## src/usbemc_pkg.sv

```systemverilog
// Constants and types for the USB endpoint mode and count control block
package usbemc_pkg;
	localparam logic [6:0] OFF_MODE = 7'h00;
	localparam logic [6:0] OFF_CNT = 7'h20;
	localparam logic [6:0] OFF_IRQ = 7'h40;
	localparam int BIT_SETUP = 7;
	localparam int BIT_STALL = 7;
	localparam int BIT_IN = 6;
	localparam int BIT_OUT = 5;
	localparam int BIT_ACK = 4;
	localparam logic [7:0] MODE_RST = 8'h00;
	localparam logic [7:0] CNT_RST = 8'h00;
	localparam int CRC_BYTES = 2;
	localparam logic [5:0] ZERO_LEN_CNT = 6'h02;
	localparam int DEF_NUM_EP = 5;
	localparam int DEF_PKT_BYTES = 8;
	localparam logic [3:0] MODE_DIS = 4'h0;
	localparam logic [3:0] MODE_NAK_IO = 4'h1;
	localparam logic [3:0] MODE_STAT_OUT = 4'h2;
	localparam logic [3:0] MODE_STALL_IO = 4'h3;
	localparam logic [3:0] MODE_IGN_IO = 4'h4;
	localparam logic [3:0] MODE_ISO_OUT = 4'h5;
	localparam logic [3:0] MODE_STAT_IN = 4'h6;
	localparam logic [3:0] MODE_ISO_IN = 4'h7;
	localparam logic [3:0] MODE_NAK_OUT = 4'h8;
	localparam logic [3:0] MODE_ACK_OUT = 4'h9;
	localparam logic [3:0] MODE_NAKO_STI = 4'hA;
	localparam logic [3:0] MODE_ACKO_STI = 4'hB;
	localparam logic [3:0] MODE_NAK_IN = 4'hC;
	localparam logic [3:0] MODE_ACK_IN = 4'hD;
	localparam logic [3:0] MODE_NAKI_STO = 4'hE;
	localparam logic [3:0] MODE_ACKI_STO = 4'hF;
	typedef enum logic [1:0] {
		TOK_SETUP = 2'b00,
		TOK_IN = 2'b01,
		TOK_OUT = 2'b10
	} usbemc_tok_t;
	typedef enum logic [2:0] {
		RESP_NONE = 3'b000,
		RESP_ACK = 3'b001,
		RESP_NAK = 3'b010,
		RESP_STALL = 3'b011,
		RESP_TX0 = 3'b100,
		RESP_TXCNT = 3'b101
	} usbemc_resp_t;
	typedef enum logic [2:0] {
		ACT_IGN = 3'b000,
		ACT_NAK = 3'b001,
		ACT_STALL = 3'b010,
		ACT_ACK = 3'b011,
		ACT_CHK = 3'b100,
		ACT_ALW = 3'b101,
		ACT_TX0 = 3'b110,
		ACT_TXC = 3'b111
	} usbemc_act_t;
	typedef enum logic {
		PH_IDLE = 1'b0,
		PH_BUSY = 1'b1
	} usbemc_ph_t;
endpackage : usbemc_pkg

```

## src/usbemc_top.sv

```systemverilog
// Endpoint mode and count control of the USB serial engine
//
// The implementer's own choices: the placing of the registers and register access over Avalon-MM.
`timescale 1ns/1ps
module usbemc_top #(
	parameter int NUM_EP = usbemc_pkg::DEF_NUM_EP,
	parameter int PKT_BYTES = usbemc_pkg::DEF_PKT_BYTES
) (
	// Clock and reset
	input wire logic clk_sys_in,
	input wire logic resetn_in,
	// Avalon-MM register slave
	input wire logic [6:0] avs_address_in,
	input wire logic avs_read_in,
	input wire logic avs_write_in,
	input wire logic [3:0] avs_byteenable_in,
	input wire logic [31:0] avs_writedata_in,
	output logic [31:0] avs_readdata_out,
	output logic avs_waitrequest_out,
	// Packet layer events
	input wire logic tok_valid_in,
	input wire logic [1:0] tok_type_in,
	input wire logic [2:0] tok_ep_in,
	input wire logic data_start_in,
	input wire logic txn_end_in,
	input wire logic [5:0] rx_count_in,
	input wire logic rx_toggle_in,
	input wire logic rx_crc_ok_in,
	input wire logic host_ack_in,
	// Handshake request and interrupt flags
	output logic resp_valid_out,
	output logic [2:0] resp_out,
	output logic [NUM_EP-1:0] ep_irq_out
);
	localparam int MAX_RX = PKT_BYTES + usbemc_pkg::CRC_BYTES;

	generate
		if (NUM_EP < 2 || NUM_EP > 8 || PKT_BYTES < 1 || PKT_BYTES > 32)
		begin : g_bad_param
			$error("usbemc_top: NUM_EP or PKT_BYTES out of range");
		end
	endgenerate

	typedef struct packed {
		logic [NUM_EP-1:0][7:0] mode;
		logic [NUM_EP-1:0][7:0] cnt;
		logic [NUM_EP-1:0] irq;
		logic mode_lock;
		logic cnt_lock;
		logic setup_lock;
		logic setup_hold;
		usbemc_pkg::usbemc_ph_t ph;
		logic [2:0] ep;
		usbemc_pkg::usbemc_tok_t tok;
		usbemc_pkg::usbemc_act_t act;
		usbemc_pkg::usbemc_resp_t resp;
		logic resp_v;
		logic waitreq;
		logic [31:0] rdata;
		logic rd_fresh;
	} usbemc_state_t;

	function automatic usbemc_state_t f_rst();
		f_rst = '0;
		for (int i = 0; i < NUM_EP; i++)
		begin
			f_rst.mode[i] = usbemc_pkg::MODE_RST;
			f_rst.cnt[i] = usbemc_pkg::CNT_RST;
		end
		f_rst.waitreq = 1'b1;
	endfunction : f_rst

	localparam usbemc_state_t ST_RST = f_rst();

	function automatic logic f_setup_ok(input logic [3:0] m);
		case (m)
			usbemc_pkg::MODE_NAK_IO, usbemc_pkg::MODE_STAT_OUT,
			usbemc_pkg::MODE_STALL_IO, usbemc_pkg::MODE_IGN_IO,
			usbemc_pkg::MODE_STAT_IN, usbemc_pkg::MODE_NAKO_STI,
			usbemc_pkg::MODE_ACKO_STI, usbemc_pkg::MODE_NAKI_STO,
			usbemc_pkg::MODE_ACKI_STO: f_setup_ok = 1'b1;
			default: f_setup_ok = 1'b0;
		endcase
	endfunction : f_setup_ok

	function automatic usbemc_pkg::usbemc_act_t f_in_act(
		input logic [3:0] m, input logic st);
		case (m)
			usbemc_pkg::MODE_NAK_IO, usbemc_pkg::MODE_NAK_IN,
			usbemc_pkg::MODE_NAKI_STO: f_in_act = usbemc_pkg::ACT_NAK;
			usbemc_pkg::MODE_STAT_OUT,
			usbemc_pkg::MODE_STALL_IO: f_in_act = usbemc_pkg::ACT_STALL;
			usbemc_pkg::MODE_STAT_IN, usbemc_pkg::MODE_NAKO_STI,
			usbemc_pkg::MODE_ACKO_STI: f_in_act = usbemc_pkg::ACT_TX0;
			usbemc_pkg::MODE_ISO_IN,
			usbemc_pkg::MODE_ACKI_STO: f_in_act = usbemc_pkg::ACT_TXC;
			usbemc_pkg::MODE_ACK_IN: f_in_act = st ? usbemc_pkg::ACT_STALL
				: usbemc_pkg::ACT_TXC;
			default: f_in_act = usbemc_pkg::ACT_IGN;
		endcase
	endfunction : f_in_act

	function automatic usbemc_pkg::usbemc_act_t f_out_act(
		input logic [3:0] m, input logic st);
		case (m)
			usbemc_pkg::MODE_NAK_IO, usbemc_pkg::MODE_NAK_OUT,
			usbemc_pkg::MODE_NAKO_STI: f_out_act = usbemc_pkg::ACT_NAK;
			usbemc_pkg::MODE_STALL_IO,
			usbemc_pkg::MODE_STAT_IN: f_out_act = usbemc_pkg::ACT_STALL;
			usbemc_pkg::MODE_ACK_OUT: f_out_act = st ? usbemc_pkg::ACT_STALL
				: usbemc_pkg::ACT_ACK;
			usbemc_pkg::MODE_ACKO_STI: f_out_act = usbemc_pkg::ACT_ACK;
			usbemc_pkg::MODE_STAT_OUT, usbemc_pkg::MODE_NAKI_STO,
			usbemc_pkg::MODE_ACKI_STO: f_out_act = usbemc_pkg::ACT_CHK;
			usbemc_pkg::MODE_ISO_OUT: f_out_act = usbemc_pkg::ACT_ALW;
			default: f_out_act = usbemc_pkg::ACT_IGN;
		endcase
	endfunction : f_out_act

	// Mode taken after an ACK; 1010 and 1110 deliberately stay put
	function automatic logic [3:0] f_after_ack(input logic [3:0] m);
		case (m)
			usbemc_pkg::MODE_ACK_OUT: f_after_ack = usbemc_pkg::MODE_NAK_OUT;
			usbemc_pkg::MODE_ACKO_STI: f_after_ack = usbemc_pkg::MODE_NAKO_STI;
			usbemc_pkg::MODE_ACK_IN: f_after_ack = usbemc_pkg::MODE_NAK_IN;
			usbemc_pkg::MODE_ACKI_STO: f_after_ack = usbemc_pkg::MODE_NAKI_STO;
			default: f_after_ack = m;
		endcase
	endfunction : f_after_ack

	usbemc_state_t state_ff;
	usbemc_state_t nxt_state;
	logic [3:0] m;
	logic st;
	logic rx_ok;
	logic upd;
	logic ack;
	logic [1:0] bsel;
	logic [2:0] bidx;
	logic [31:0] rd_word;
	usbemc_pkg::usbemc_act_t act;
	usbemc_pkg::usbemc_resp_t hs;

	always_comb
	begin
		nxt_state = state_ff;
		nxt_state.resp_v = 1'b0;
		m = '0;
		st = 1'b0;
		act = usbemc_pkg::ACT_IGN;
		hs = usbemc_pkg::RESP_NONE;
		upd = 1'b0;
		ack = 1'b0;
		rx_ok = rx_crc_ok_in && rx_count_in <= MAX_RX;
		bsel = avs_address_in[6:5];
		bidx = avs_address_in[4:2];
		rd_word = '0;
		if (bsel == usbemc_pkg::OFF_MODE[6:5] && bidx < NUM_EP)
			rd_word[7:0] = state_ff.mode[bidx];
		else if (bsel == usbemc_pkg::OFF_CNT[6:5] && bidx < NUM_EP)
			rd_word[7:0] = state_ff.cnt[bidx];
		else if (avs_address_in[6:2] == usbemc_pkg::OFF_IRQ[6:2])
			rd_word[NUM_EP-1:0] = state_ff.irq;

		// Bus access: data captured on the first edge, effects on the second
		if ((avs_read_in || avs_write_in) && state_ff.waitreq)
		begin
			nxt_state.waitreq = 1'b0;
			nxt_state.rdata = rd_word;
			nxt_state.rd_fresh = 1'b1;
		end
		else if (!state_ff.waitreq)
		begin
			nxt_state.waitreq = 1'b1;
			if (avs_read_in && bidx == 3'h0 && state_ff.rd_fresh)
			begin
				if (bsel == usbemc_pkg::OFF_MODE[6:5])
				begin
					nxt_state.mode_lock = 1'b0;
					nxt_state.setup_lock = state_ff.setup_hold;
				end
				if (bsel == usbemc_pkg::OFF_CNT[6:5])
					nxt_state.cnt_lock = 1'b0;
			end
			if (avs_write_in && avs_byteenable_in[0] && bidx < NUM_EP)
			begin
				if (bsel == usbemc_pkg::OFF_MODE[6:5] && bidx == 3'h0)
				begin
					if (!state_ff.mode_lock)
						nxt_state.mode[0][6:0] = avs_writedata_in[6:0];
					if (!(state_ff.setup_hold || state_ff.setup_lock))
						nxt_state.mode[0][usbemc_pkg::BIT_SETUP] =
							avs_writedata_in[usbemc_pkg::BIT_SETUP];
				end
				else if (bsel == usbemc_pkg::OFF_MODE[6:5])
					nxt_state.mode[bidx] = {avs_writedata_in[7], 2'b00,
						avs_writedata_in[4:0]};
				else if (bsel == usbemc_pkg::OFF_CNT[6:5] &&
					(bidx != 3'h0 || !state_ff.cnt_lock))
					nxt_state.cnt[bidx] = avs_writedata_in[7:0];
			end
			if (avs_write_in && avs_byteenable_in[0] &&
				avs_address_in[6:2] == usbemc_pkg::OFF_IRQ[6:2])
				nxt_state.irq = state_ff.irq & ~avs_writedata_in[NUM_EP-1:0];
		end

		// Token decode; non-IN handshakes wait for the data phase
		if (state_ff.ph == usbemc_pkg::PH_IDLE && tok_valid_in &&
			tok_ep_in < NUM_EP)
		begin
			m = state_ff.mode[tok_ep_in][3:0];
			st = state_ff.mode[tok_ep_in][usbemc_pkg::BIT_STALL] &&
				tok_ep_in != 3'h0;
			case (tok_type_in)
				usbemc_pkg::TOK_SETUP: act = f_setup_ok(m) ?
					usbemc_pkg::ACT_ACK : usbemc_pkg::ACT_IGN;
				usbemc_pkg::TOK_IN: act = f_in_act(m, st);
				usbemc_pkg::TOK_OUT: act = f_out_act(m, st);
				default: act = usbemc_pkg::ACT_IGN;
			endcase
			if (act != usbemc_pkg::ACT_IGN)
			begin
				nxt_state.ph = usbemc_pkg::PH_BUSY;
				nxt_state.ep = tok_ep_in;
				nxt_state.tok = usbemc_pkg::usbemc_tok_t'(tok_type_in);
				nxt_state.act = act;
			end
			if (tok_type_in == usbemc_pkg::TOK_IN &&
				act != usbemc_pkg::ACT_IGN)
			begin
				nxt_state.resp_v = 1'b1;
				unique case (act)
					usbemc_pkg::ACT_NAK: nxt_state.resp = usbemc_pkg::RESP_NAK;
					usbemc_pkg::ACT_STALL: nxt_state.resp = usbemc_pkg::RESP_STALL;
					usbemc_pkg::ACT_TX0: nxt_state.resp = usbemc_pkg::RESP_TX0;
					default: nxt_state.resp = usbemc_pkg::RESP_TXCNT;
				endcase
			end
		end

		// SETUP point: pin the SETUP bit for the whole data phase
		if (state_ff.ph == usbemc_pkg::PH_BUSY && data_start_in &&
			state_ff.tok == usbemc_pkg::TOK_SETUP && state_ff.ep == 3'h0)
		begin
			nxt_state.mode[0][usbemc_pkg::BIT_SETUP] = 1'b1;
			nxt_state.setup_hold = 1'b1;
			nxt_state.setup_lock = 1'b1;
		end

		// UPDATE point; placed last so engine sets win over CPU writes
		if (state_ff.ph == usbemc_pkg::PH_BUSY && txn_end_in)
		begin
			nxt_state.ph = usbemc_pkg::PH_IDLE;
			m = state_ff.mode[state_ff.ep][3:0];
			upd = 1'b1;
			unique case (state_ff.tok)
				usbemc_pkg::TOK_SETUP:
				begin
					nxt_state.cnt[state_ff.ep] = {rx_toggle_in, rx_ok,
						rx_count_in};
					nxt_state.setup_hold = 1'b0;
					hs = rx_ok ? usbemc_pkg::RESP_ACK : usbemc_pkg::RESP_NONE;
				end
				usbemc_pkg::TOK_OUT:
				begin
					upd = rx_ok;
					case (state_ff.act)
						usbemc_pkg::ACT_NAK: if (rx_ok)
							hs = usbemc_pkg::RESP_NAK;
						usbemc_pkg::ACT_STALL: if (rx_ok)
						begin
							hs = usbemc_pkg::RESP_STALL;
							if (m == usbemc_pkg::MODE_STAT_IN)
								nxt_state.mode[state_ff.ep][3:0] =
									usbemc_pkg::MODE_STALL_IO;
						end
						usbemc_pkg::ACT_CHK: if (rx_ok)
						begin
							hs = (rx_count_in == usbemc_pkg::ZERO_LEN_CNT &&
								rx_toggle_in) ? usbemc_pkg::RESP_ACK
								: usbemc_pkg::RESP_STALL;
							if (hs == usbemc_pkg::RESP_ACK)
								nxt_state.cnt[state_ff.ep] = {rx_toggle_in,
									rx_ok, rx_count_in};
						end
						default:
						begin
							upd = 1'b1;
							nxt_state.cnt[state_ff.ep] = {rx_toggle_in, rx_ok,
								rx_count_in};
							if (rx_ok && state_ff.act == usbemc_pkg::ACT_ACK)
								hs = usbemc_pkg::RESP_ACK;
						end
					endcase
				end
				usbemc_pkg::TOK_IN: ack = host_ack_in &&
					(state_ff.act == usbemc_pkg::ACT_TX0 ||
					state_ff.act == usbemc_pkg::ACT_TXC);
				default: upd = 1'b0;
			endcase
			if (hs == usbemc_pkg::RESP_ACK)
				ack = 1'b1;
			if (upd)
			begin
				nxt_state.irq[state_ff.ep] = 1'b1;
				if (state_ff.ep == 3'h0)
				begin
					if (state_ff.tok == usbemc_pkg::TOK_IN)
						nxt_state.mode[0][usbemc_pkg::BIT_IN] = 1'b1;
					if (state_ff.tok == usbemc_pkg::TOK_OUT)
						nxt_state.mode[0][usbemc_pkg::BIT_OUT] = 1'b1;
					nxt_state.mode_lock = 1'b1;
					nxt_state.cnt_lock = 1'b1;
					nxt_state.rd_fresh = 1'b0;
				end
			end
			if (ack)
			begin
				nxt_state.mode[state_ff.ep][usbemc_pkg::BIT_ACK] = 1'b1;
				// A host ACK of a zero-length status IN leaves the mode alone
				if (state_ff.tok == usbemc_pkg::TOK_SETUP)
					nxt_state.mode[state_ff.ep][3:0] =
						usbemc_pkg::MODE_NAK_IO;
				else if (state_ff.act != usbemc_pkg::ACT_TX0)
					nxt_state.mode[state_ff.ep][3:0] =
						f_after_ack(m);
			end
			if (hs != usbemc_pkg::RESP_NONE)
			begin
				nxt_state.resp_v = 1'b1;
				nxt_state.resp = hs;
			end
		end
	end

	always_ff @(posedge clk_sys_in or negedge resetn_in)
	begin
		if (!resetn_in)
			state_ff <= ST_RST;
		else
			state_ff <= nxt_state;
	end

	assign avs_readdata_out = state_ff.rdata;
	assign avs_waitrequest_out = state_ff.waitreq;
	assign resp_valid_out = state_ff.resp_v;
	assign resp_out = state_ff.resp;
	assign ep_irq_out = state_ff.irq;
endmodule : usbemc_top

```

## config.mk

```make
export PLATFORM = sky130hd
export DESIGN_NAME = usbemc_top
export DESIGN_NICKNAME = d
export VERILOG_FILES = /design/src/usbemc_pkg.sv /design/src/usbemc_top.sv
export SDC_FILE = /design/constraint.sdc
export NUM_CORES = 1
export LEC_CHECK = 0
export BUFFER_PORTS_ARGS = -buffer_cell sky130_fd_sc_hd__clkbuf_2
export CAP_MARGIN = 20
export CORE_ASPECT_RATIO = 1.75
export CORE_MARGIN = 3
export CORE_UTILIZATION = 43
export CTS_CLUSTER_DIAMETER = 40
export DETAILED_ROUTE_END_ITERATION = 10
export PLACE_DENSITY = 0.76
export SLEW_MARGIN = 10
export SYNTH_ARGS = -nofsm -noshare
export SYNTH_HDL_FRONTEND = slang
export SYNTH_SLANG_ARGS = --single-unit
```

## constraint.sdc

```tcl
create_clock -name clk_sys_in -period 2.34 [get_ports clk_sys_in]
set_input_delay 0.468 -clock clk_sys_in [delete_from_list [all_inputs] [get_ports clk_sys_in]]
set_output_delay 0.468 -clock clk_sys_in [all_outputs]
set_load 0.005 [all_outputs]
```

==> summary.txt <==
Status: complete, but fails checks
Failing checks: negative setup slack
Synth Area per Inst: 9.041 sq um
Worst-path maximum fanout: 7
Clock latency on the worst-skew pair: 0.36 ns
Worst Setup End Kind: flip-flop
ANT cells: 0
Hold endpoint: state_ff[46]
Vias: 7,066
Critical path data arrival time: 2.67 ns
Initial antenna violation count: 0
1st-pass router iterations: 6
Layout Nets: 1,014
CTS sink cnt: 112
TritonCTS clock tree: done
Post-synth top area share: 37.15%
Final hold violations: 0
DR DRC count: 0
Fin worst setup slack: -0.08015 ns
Pin count of the biggest net entering global routing: 98
Max Fclk: 413.2 MHz
Synth Register Bits: 112
Min Hold Slack: 0.3374 ns
Die Ht: 180.4 um
Leak: 4.118 nW
Synth top cells by count: dfrtp_1 (111), nand2_1 (89), mux2i_1 (62)
Core ar.: 17,030 sq um
TritonCTS Buffers: 9
Worst-case reg-to-reg path depth: 9
Slew Viols, Final: 0
Die width: 105.7 um
Non-filler cells, final: 1,182
I/O pins: 106
Final Wtd Congestion: 0.9547
Post-Place Cells: 1,155
Critical-path cell list: clkbuf_2, buf_4, nor2_4, a32oi_2, and2_4, buf_12, nor4_4, a31oi_2, and3_4, a31oi_4, mux2_4
EDFF count, synth: 0
Count leader, synth: dfrtp_1
Clock transition at path regs: 0.08 ns
GRT Total Usage: 25.85%
Post-route minimum period: 2.420 ns
Vias per cell: 5.978
First DRT Iteration DRCs: 679
WHS Path Cells: 2
Final WL: 24,940 um
Ys flop type: dfrtp_1
Synth area leader: dfrtp_1
Detail Route Antenna Nets: 0
Port bufs: 52
Full die area: 19,070 sq um
Synth area leaders: dfrtp_1 (37%), mux2i_1 (8.3%), nand2_1 (4.5%)
Cell row count: 63
RSZ-0062 raised after global routing: yes
Vias in the first global route: 7,054
Yosys Warn Count: 0
HPWL reported at the end of detailed placement: 18,840 um
Hold Crit Class: in -> reg
Library cells used by synthesis: 70
Finished Cell Area: 9226 sq um
Clock H-tree levels: 3
CP bufs+invs: 3
Starting Density: 43.92%
Area Overhead vs Synth: 23.39%
Worst path max stage delay: 0.33 ns
Post-Synthesis Cells: 827
Fill count: 1,595
Max Cap Viol: 0
Final critical-path share of the clock period: 103.4%
Max_slew headroom: 62.08%
R2r startpoint: state_ff[120]
Post-synthesis sequential area ratio: 37.50%
DP Worst Slack: -0.4901 ns
Critical path type: in -> reg
Worst Path Required: 2.59 ns
Setup crit start kind: primary input
Maximum vdd drop: 0.0003820 V
Root Driver: clkbuf_16
Clock buffer depth: 2
Reg2reg end: state_ff[43]
Setup Skew: 0.01016 ns
Setup Viol. Count Final: 4
Transition time at the pin with the least slew margin: 0.5674 ns
Cell Area, Synth: 7477 sq um
Grt total ovfl: 0
Ys async rst share: 100.0%
First-pass GRT wire length: 38,620 um
Min-delay src: txn_end_in
Layout cells sized above 1: 31.73%
CP delay by family, top: simple AND/OR/NAND/NOR gates
R2R setup slack: -0.06 ns
Drt wl/cell: 21.10 um
Worst path slowest cell: mux2_4
DP Area: 8638 sq um
PwrDens: 801.1 nW/um^2
## kinds of logic (layout without fill, tap and decap cells)
| logic type | count (synthesis) | after routing | share of synthesized area, % |
|---|---|---|---|
| simple gates | 251 | 251 | 15.95 |
| compound gates | 237 | 237 | 21.42 |
| buf+inv | 115 | 220 | 8.300 |
| flops | 112 | 112 | 37.50 |
| mux | 108 | 108 | 16.43 |
| xor+xnor | 3 | 3 | 0.3515 |
| other cells | 1 | 24 | 0.05015 |
## what timing repair did
item / 4_1_cts / 5_1_grt
hold buffers: 1 / 0
gates cloned: 0 / 1
hold endpoints to repair: 15 / 0
setup buffers: 4 / 5
pin swaps: 9 / 9
gates resized for setup: 18 / 26
endpoints found under the setup margin: 21 / 26
## power breakdown
| group | switching [W] | internal [W] |
|---|---|---|
| Sequential | 0.000388 | 0.00238 |
| Clock | 0.000793 | 0.000855 |
| Combinational | 0.00170 | 0.00128 |
## worst max-delay path by stage
stage	from	to	slack (ns)	cells past startpoint
floorplan	tok_ep_in[2]	state_ff[44]	-0.12	10
global placement	tok_ep_in[1]	state_ff[44]	-0.46	10
detailed placement	tok_ep_in[1]	state_ff[43]	-0.49	10
CTS	state_ff[120]	state_ff[43]	-0.05	9
global route	state_ff[120]	state_ff[43]	-0.16	9
finish	tok_ep_in[2]	state_ff[43]	-0.08	11
## cell type report
type,instances,area (sq um),share of cell area [%]
Clock buffer,9,225.2,2.441
Multi-Input combinational cell,623,4410,47.80
Timing Repair Buffer,187,1354,14.67
Tap cell,227,284.0,3.078
Clock inverter,7,85.08,0.9222
Sequential cell,112,2804,30.39
Inverter,17,63.81,0.6916
## layout by cell type (no fill, tap or decap), types with 8 or more instances in the layout
| cell type | netlist | final |
|---|---|---|
| nor2_4 | 1 | 9 |
| clkbuf_16 | 0 | 10 |
| o211ai_1 | 11 | 11 |
| o221ai_1 | 11 | 11 |
| nand3_1 | 23 | 21 |
| nand2_1 | 89 | 83 |
| nor2_1 | 60 | 51 |
| or3_1 | 10 | 9 |
| and2_1 | 12 | 9 |
| dfrtp_1 | 111 | 111 |
| inv_1 | 17 | 17 |
| o22ai_1 | 26 | 25 |
| mux2_2 | 28 | 28 |
| mux2_4 | 6 | 8 |
| o21ai_0 | 45 | 42 |
| clkbuf_2 | 0 | 51 |
| o21ai_1 | 33 | 36 |
| a22oi_1 | 23 | 22 |
| conb_1 | 1 | 24 |
| a21oi_1 | 27 | 27 |
| buf_4 | 42 | 128 |
| mux2i_1 | 62 | 62 |
| nor3_1 | 11 | 10 |
## metrics by stage
stage                     power [W]  util, %  TNS (ns)
after detailed placement   0.005597    50.73    -10.81
final                      0.007391    54.19   -0.2978
after global routing       0.007748    54.19    -1.269
after floorplan            0.004562        -   -0.5026
after CTS                  0.007261    53.17   -0.1637
after global placement     0.005523    50.73    -8.550
## per-layer routing
layer,wire [um],track usage [%],share of wire [%]
met2,13390,46.88,54
met4,1675,17.38,6.7
met5,0,0,0
met3,1205,2.976,4.8
met1,8674,27.60,35
Power figures use the tool's default switching activity.
